**src/hdl/flsc_params.svh**
```systemverilog
// Constants for the fault log source and erase block
`ifndef FLSC_PARAMS_SVH
`define FLSC_PARAMS_SVH
`define FLSC_SRC_MANUAL 8'hFF
`define FLSC_CH1_OFFSET 8'h10
`define FLSC_LOG_PRESENT_BIT 3
`define FLSC_REC_BYTES 20
`define FLSC_ERASE_LAG (`FLSC_REC_BYTES + 1)
`define FLSC_CLR_TIME_US 8000
`define FLSC_CLK_MHZ 50
`define FLSC_CLR_CYCLES 19'(`FLSC_CLR_TIME_US * `FLSC_CLK_MHZ)
`define FLSC_PTR_W 5
`define FLSC_CNT_W 19
`endif

```
**src/hdl/flsc_pkg.sv**
```systemverilog
// Types for the fault log source and erase block
package flsc_pkg;
    typedef enum logic [3:0] {
        FLSC_F_TON_MAX = 4'h0,
        FLSC_F_VOUT_OV = 4'h1,
        FLSC_F_VOUT_UV = 4'h2,
        FLSC_F_IOUT_OC = 4'h3,
        FLSC_F_OT = 4'h5,
        FLSC_F_UT = 4'h6,
        FLSC_F_VIN_OV = 4'h7,
        FLSC_F_DIE_OT = 4'hA
    } flsc_fault_t;
    typedef enum logic [2:0] {
        FLSC_IDLE = 3'b001,
        FLSC_WIPE = 3'b010,
        FLSC_HOLD = 3'b100
    } flsc_state_t;
endpackage

```
**src/hdl/flsc_erase_timer.sv**
```systemverilog
// Hold-off timer that delays the log present flag clear after an erase
`include "flsc_params.svh"
module flsc_erase_timer #(
    parameter logic [`FLSC_CNT_W-1:0] CLR_CYCLES = `FLSC_CLR_CYCLES
) (
    input wire logic clk,
    input wire logic sys_rst,
    input wire logic start,
    output logic done
);
    logic [`FLSC_CNT_W-1:0] cnt_r; // Cycles left
    logic run_r; // Counting

    // Count down from start, pulse done on expiry
    always_ff @(posedge clk) begin
        if (sys_rst) begin
            cnt_r <= '0;
            run_r <= 1'b0;
            done <= 1'b0;
        end else begin
            done <= 1'b0;
            if (start) begin
                cnt_r <= CLR_CYCLES - 1'b1;
                run_r <= 1'b1;
            end else if (run_r) begin
                if (cnt_r == '0) begin
                    run_r <= 1'b0;
                    done <= 1'b1;
                end else begin
                    cnt_r <= cnt_r - 1'b1;
                end
            end
        end
    end
endmodule

```
**src/hdl/flsc_core.sv**
```systemverilog
// Fault log source tagging, record capture and erase logic
`include "flsc_params.svh"
// Overview of operation
// - Tag log: FF manual, ch1 adds 10
// - Erase command wipes all stored log values
// - Erase clears vendor status log present bit
// - Flag clear completes within 8ms of erase
module flsc_core #(
    parameter logic [`FLSC_CNT_W-1:0] CLR_CYCLES = `FLSC_CLR_CYCLES
) (
    // Clock and synchronous reset
    input wire logic clk,
    input wire logic sys_rst,
    // Log triggers from the fault detectors
    input wire logic fault_evt,
    input wire logic fault_ch,
    input wire flsc_pkg::flsc_fault_t fault_code,
    // Decoded host commands, one cycle strobes
    input wire logic manual_log_store_cmd,
    input wire logic fault_log_erase_cmd,
    // Live telemetry, sampled when a log is taken
    input wire logic [15:0] vout0,
    input wire logic [15:0] vout1,
    input wire logic [15:0] iout0,
    input wire logic [15:0] iout1,
    input wire logic [15:0] vin,
    input wire logic [15:0] iin,
    input wire logic [7:0] status_vout0,
    input wire logic [7:0] status_vout1,
    input wire logic [15:0] status_word0,
    input wire logic [15:0] status_word1,
    input wire logic [7:0] vendor_status_byte0,
    input wire logic [7:0] vendor_status_byte1,
    // Record read port, data one cycle after address
    input wire logic [`FLSC_PTR_W-1:0] rd_addr,
    output logic [7:0] rd_data,
    // Status seen by the host
    output logic [7:0] log_source_r,
    output logic log_present_r,
    output logic erase_busy_r
);
    import flsc_pkg::*;

    // Two paths share the record. A fault or manual strobe copies the live
    // telemetry and tags the source in one edge. An erase command walks a
    // zero through every record byte, then a hold-off timer runs before the
    // log present flag drops. Captures are dropped while the erase runs, so
    // a half-wiped record is never refilled.
    logic [7:0] rec_mem [0:`FLSC_REC_BYTES-1]; // Stored record bytes
    flsc_state_t state_r; // Erase sequencer
    logic [`FLSC_PTR_W-1:0] wipe_ptr_r; // Byte being wiped
    logic timer_start; // Kick hold-off timer
    logic timer_done; // Hold-off expired
    logic capture; // Store event this cycle

    // Index of the last record byte, where the wipe ends
    localparam int LAST_INT = `FLSC_REC_BYTES - 1;
    localparam logic [`FLSC_PTR_W-1:0] LAST_BYTE = LAST_INT[`FLSC_PTR_W-1:0];

    // The flag must be down within the erase window counted from the
    // command edge, so the timer gets the window less the cycles spent
    // wiping and handing over. The window must be longer than that lag.
    localparam int HOLD_INT = int'(CLR_CYCLES) - `FLSC_ERASE_LAG;
    localparam logic [`FLSC_CNT_W-1:0] HOLD_CYCLES = HOLD_INT[`FLSC_CNT_W-1:0]; // Timer load

    // Source code: channel 1 is channel 0 code plus offset
    // Fault codes stay below the offset, so or-ing it adds it
    function automatic logic [7:0] src_code(input logic ch, input flsc_fault_t f);
        logic [7:0] base;
        base = {4'h0, f};
        src_code = ch ? (base | `FLSC_CH1_OFFSET) : base;
    endfunction

    // No capture while an erase is in progress
    assign capture = (fault_evt | manual_log_store_cmd) & (state_r == FLSC_IDLE);
    // Timer kicks off as the last record byte is wiped
    assign timer_start = (state_r == FLSC_WIPE) && (wipe_ptr_r == LAST_BYTE);

    // Source tag of latest log
    // Cleared by reset and by the wipe, set on each capture
    always_ff @(posedge clk) begin
        if (sys_rst) begin
            log_source_r <= 8'h00;
        end else if (capture) begin
            // Manual store beats a fault in the same cycle
            if (manual_log_store_cmd) begin
                log_source_r <= `FLSC_SRC_MANUAL;
            end else begin
                log_source_r <= src_code(fault_ch, fault_code);
            end
        end else if (state_r == FLSC_WIPE) begin
            // Stale tag goes with the wiped record
            log_source_r <= 8'h00;
        end
    end

    // Record capture and byte wipe
    // No reset here: bytes are unknown until the first capture or erase
    always_ff @(posedge clk) begin
        if (capture) begin
            // Output voltages, high byte first
            rec_mem[0] <= vout0[15:8];
            rec_mem[1] <= vout0[7:0];
            rec_mem[2] <= vout1[15:8];
            rec_mem[3] <= vout1[7:0];
            // Output currents
            rec_mem[4] <= iout0[15:8];
            rec_mem[5] <= iout0[7:0];
            rec_mem[6] <= iout1[15:8];
            rec_mem[7] <= iout1[7:0];
            // Input voltage and current
            rec_mem[8] <= vin[15:8];
            rec_mem[9] <= vin[7:0];
            rec_mem[10] <= iin[15:8];
            rec_mem[11] <= iin[7:0];
            // Output voltage status bytes
            rec_mem[12] <= status_vout0;
            rec_mem[13] <= status_vout1;
            // Status words
            rec_mem[14] <= status_word0[15:8];
            rec_mem[15] <= status_word0[7:0];
            rec_mem[16] <= status_word1[15:8];
            rec_mem[17] <= status_word1[7:0];
            // Vendor status bytes
            rec_mem[18] <= vendor_status_byte0;
            rec_mem[19] <= vendor_status_byte1;
        end else if (state_r == FLSC_WIPE) begin
            // One byte a cycle, pointer walks up from zero
            rec_mem[wipe_ptr_r] <= 8'h00;
        end
    end

    // Read port, out of range reads zero
    always_ff @(posedge clk) begin
        if (sys_rst) begin
            rd_data <= 8'h00;
        end else if (rd_addr < `FLSC_REC_BYTES) begin
            // Inside the record
            rd_data <= rec_mem[rd_addr];
        end else begin
            // Past the last byte
            rd_data <= 8'h00;
        end
    end

    // Erase sequencer: wipe bytes, then hold off flag clear
    // Idle takes the command, wipe spends one cycle per record byte,
    // hold waits for the timer. The flag falls on the edge that
    // returns to idle; busy follows one cycle later.
    always_ff @(posedge clk) begin
        if (sys_rst) begin
            state_r <= FLSC_IDLE;
            wipe_ptr_r <= '0;
        end else begin
            unique case (state_r)
                FLSC_IDLE: begin
                    // Write-only send byte strobe starts erase
                    if (fault_log_erase_cmd) begin
                        state_r <= FLSC_WIPE;
                        wipe_ptr_r <= '0;
                    end
                end
                FLSC_WIPE: begin
                    if (timer_start) begin
                        // Last byte: hand over to the timer
                        state_r <= FLSC_HOLD;
                    end else begin
                        // Step to the next byte
                        wipe_ptr_r <= wipe_ptr_r + 1'b1;
                    end
                end
                FLSC_HOLD: begin
                    if (timer_done) begin
                        // Flag drops on this same edge
                        state_r <= FLSC_IDLE;
                    end
                end
                default: begin
                    // Illegal one-hot code, recover to idle
                    state_r <= FLSC_IDLE;
                end
            endcase
        end
    end

    // Log present flag, set on capture, cleared when hold-off ends
    // A capture wins over the clear, though the sequencer already keeps
    // captures out of the hold state
    always_ff @(posedge clk) begin
        if (sys_rst) begin
            log_present_r <= 1'b0;
        end else if (capture) begin
            // New log stored
            log_present_r <= 1'b1;
        end else if (timer_done) begin
            // Hold-off over, flag may drop
            log_present_r <= 1'b0;
        end
    end

    // Busy while erase in progress
    // Goes high the cycle after the command is taken
    // and low one cycle after the sequencer is back in idle
    always_ff @(posedge clk) begin
        if (sys_rst) begin
            erase_busy_r <= 1'b0;
        end else begin
            erase_busy_r <= (state_r != FLSC_IDLE) || fault_log_erase_cmd;
        end
    end

    // Hold-off timer bounds the flag clear
    // Loaded with the shortened count so the whole erase fits the window
    flsc_erase_timer #(
        .CLR_CYCLES(HOLD_CYCLES)
    ) u_timer (
        .clk(clk),
        .sys_rst(sys_rst),
        .start(timer_start),
        .done(timer_done)
    );
endmodule

```
**config.mk**
```make
export PLATFORM = sky130hd
export DESIGN_NAME = flsc_core
export DESIGN_NICKNAME = d
export VERILOG_FILES = /design/src/hdl/flsc_pkg.sv /design/src/hdl/flsc_erase_timer.sv /design/src/hdl/flsc_core.sv
export VERILOG_INCLUDE_DIRS = /design/src /design/src/hdl
export SDC_FILE = /design/constraint.sdc
export NUM_CORES = 1
export LEC_CHECK = 0
export ABC_CLOCK_PERIOD_IN_PS = 3100
export CORE_UTILIZATION = 40
export CTS_CLUSTER_SIZE = 20
export DETAILED_ROUTE_END_ITERATION = 7
export DONT_BUFFER_PORTS = 1
export SLEW_MARGIN = 20
export SYNTH_ARGS = -nofsm -noshare
export SYNTH_HDL_FRONTEND = slang
export SYNTH_HIERARCHICAL = 1
export SYNTH_SLANG_ARGS = --single-unit
```
**constraint.sdc**
```tcl
create_clock -name clk -period 3.1 [get_ports clk]
set_clock_uncertainty 0.1 [all_clocks]
set_input_delay 0.62 -clock clk [delete_from_list [all_inputs] [get_ports clk]]
set_output_delay 0.62 -clock clk [all_outputs]
set_load 0.01 [all_outputs]
```
==> run summary <==
Outcome - finished clean
Register bit total from synthesis - 205
Hold depth - 1
Combinational share of power - 23.6%
Fillers - 2225
Worst R2R Path Depth - 7
Critical path buffer and inverter count - 2
Slew Limit Fails - 0
Crit. Startpoint - state_r[1]$_SDFFE_PP0P_
Worst skew pair latency - 0.50 ns
Arrival time at the worst endpoint - 2.66 ns
Area growth, synth to finish - 9.44%
Worst setup EP type - register
Crit-path cells - nor3b_2, nand2_1, nor2_2, buf_4, inv_1, nand2_1, nor4_1
Critical-path top delay cell - nor3b_2
Syn. warnings - 6
Fin area - 9680 sq um
Num CTS Buffers - 22
Fin crit share - 77.1%
H-tree levels - 1
Ys async rst share - 0%
FMAX - 418 MHz
Max Cap Viol - 0
Syn_nets - 1231
Share of total power in the clock network - 29.7%
Critical Path Max Stage Delay - 0.47 ns
Cells after DPL - 1275
Largest net degree at the start of global routing - 61
Met2 WL - 11.1 mm
CTS-repair resized insts - 0
Leakage Power - 3.81 nW
Final Wtd Congestion - 0.886
Hold Crit Start - sys_rst
Crit Path Max Fanout - 11
CTS max path bufs - 3
Syn Std Cell Area - 8840 sq um
Top Ports - 193
DR pass1 iterations - 7
Chip width - 151 microns
Worst setup SP type - register
Share of the synthesized area in the top cell type - 46.4%
Yosys cell types - 54
RSZ-0062 raised after global routing - no
Met1 WL - 10.7 mm
Area contributors post-synth - dfxtp_1 46%, nand2_1 14%, a21oi_1 9.8%
EDFF count, synth - 0
Class of the most critical setup path - register to register
Int Pwr - 0.00591 W
DRC - 0
Initial drt markers - 447
Die height - 151 microns
IO Port Bufs - 0
Layout cell share with drive strength beyond 1 - 7.47%
Setup TNS - 0 ns
CP top delay family - simple AND/OR/NAND/NOR gates
Final Critical Period - 2.39 ns
Sink Count - 205
Cts hold-fix bufs - 0
Initial Util - 40.7%
Post-Synthesis Cells - 1050
FF-to-FF Start - state_r[1]$_SDFFE_PP0P_
Total global-route track usage - 20.8%
CTS root buffer - clkbuf_16
Hpwl dp - 17.6 mm
DP Area - 8980 sq um
Most frequent cell after synthesis - nand2_1
Hold WC Path Type - primary input to register
Clock-pin slew on the worst setup and hold paths - 0.06 ns
Post-Syn Area per Cell - 8.42 sq um
Via count - 7217
Final Setup Violations - 0
Flop2flop setup slack - 0.71 ns
Routed met3 length - 1.87 mm
Wire length per cell - 18.5 microns
WP data required - 3.37 ns
CTS tree - yes
Row count - 54
Worst slew pin tran - 0.811 ns
PnR Total Power - 0.00853 W
Maximum VDD drop - 0.000353 V
Capturing point of the worst reg2reg path - u_timer/done$_SDFF_PP0_
PD cells - 882 nW/um^2
Routed wire length - 24.3 mm
Vias in the first global route - 6592
Top layer in use - met4
Nets - 1200
Hold EP - log_source_r[2]$_SDFFE_PP0P_
Cell repeated most along the worst path - nand2_1
Core Box Area - 21800 sq um
Sequential power share - 46.7%
First-pass GRT wire length - 36.2 mm
Top FF cell, synth - dfxtp_1
Post-synth top area cell - dfxtp_1
Sw frac - 30.7%
Initial antenna violation count - 1
Setup bufs post-CTS - 0
Max-slew headroom - 45.4%
Final Hold Fails - 0
Routed Antenna Nets - 0
Grt ovf - 0
NetSw - 0.00262 W
Post-synth top cells - 338 x nand2_1, 205 x dfxtp_1, 174 x a21oi_1
Drt via density - 5.50
Post-Layout Cell Count - 1312
Sequential area share after synthesis - 46.4%
Die footprint - 22700 sq um
-- worst max-delay path by stage --
stage	cells past startpoint	to	slack, ns
after CTS	7	u_timer/done$_SDFF_PP0_	0.67
after global placement	7	u_timer/done$_SDFF_PP0_	0.82
after detailed placement	7	u_timer/done$_SDFF_PP0_	0.72
final	7	u_timer/done$_SDFF_PP0_	0.71
after global routing	7	u_timer/done$_SDFF_PP0_	0.46
after floorplan	5	rd_data[6]$_SDFF_PP0_	1.02
-- kinds of logic (layout without fill, tap and decap cells) --
| group | Yosys count | after routing | share of synthesized area [%] |
|---|---|---|---|
| buf+inv | 73 | 54 | 4.16 |
| xor+xnor | 11 | 11 | 1.09 |
| fa+ha+maj | 6 | 6 | 0.849 |
| compound gates | 245 | 245 | 15.7 |
| other cells | 0 | 1 | 0 |
| simple gates | 454 | 454 | 22.0 |
| flops | 205 | 205 | 46.4 |
| mux | 56 | 56 | 9.73 |
-- flip-flops by register name (all words and copies together), names as in the netlist --
| name | cells |
|---|---|
| u_timer/run_r | 1 |
| log_source_r | 6 |
| rec_mem | 160 |
| rd_data | 8 |
| wipe_ptr_r | 5 |
| log_present_r | 1 |
| u_timer/cnt_r | 19 |
| u_timer/done | 1 |
| erase_busy_r | 1 |
| state_r | 3 |
-- per-stage QoR --
step / worst slack [ns] / hold WS (ns) / util, %
after floorplan: 1.02 / 0.333 / -
after global placement: 0.823 / 0.338 / 41.3
after detailed placement: 0.716 / 0.344 / 41.3
after CTS: 0.673 / 0.0666 / 44.5
after global routing: 0.455 / 0.0667 / 44.5
final: 0.710 / 0.0846 / 44.5
-- metal layers --
layer	global-route usage, %	vias to the layer above
li1	-	3553
met1	28.5	3379
met2	32.4	242
met3	4.58	43
met4	6.45	0
met5	0	-
-- area by class of cell --
type	count	area, sq um	area share (%)
inverter	10	37.5	0.388
sequential	205	4100	42.4
antenna	1	2.50	0.0259
tap	280	350	3.62
clock buffer	30	632	6.53
multi-input combinational	772	4380	45.3
clock inverter	6	60.1	0.620
timing repair buffer	8	110	1.14
-- cells in the final DEF, fill, tap and decap left out, drive strengths merged, types with 5 or more instances in the layout --
cell	count
a211oi	6
dfxtp	205
nand4	9
a22oi	20
nand3	7
nor3b	5
buf	8
inv	10
mux2i	32
a21oi	174
a311oi	5
or3b	5
a221oi	5
clkbuf	30
a31oi	5
or3	8
mux4	24
ha	6
o21ai	15
nor2	50
nand2	338
xor2	8
-- power by group through the flow --
stage / Sequential (W) / Combinational (W) / Clock [W]
after global routing: 0.00410 / 0.00226 / 0.00268
after global placement: 0.00401 / 0.00198 / 0
after floorplan: 0.00388 / 0.00165 / 0
final: 0.00399 / 0.00202 / 0.00253
after detailed placement: 0.00403 / 0.00203 / 0
after CTS: 0.00398 / 0.00203 / 0.00259
Power figures use the tool's default switching activity.
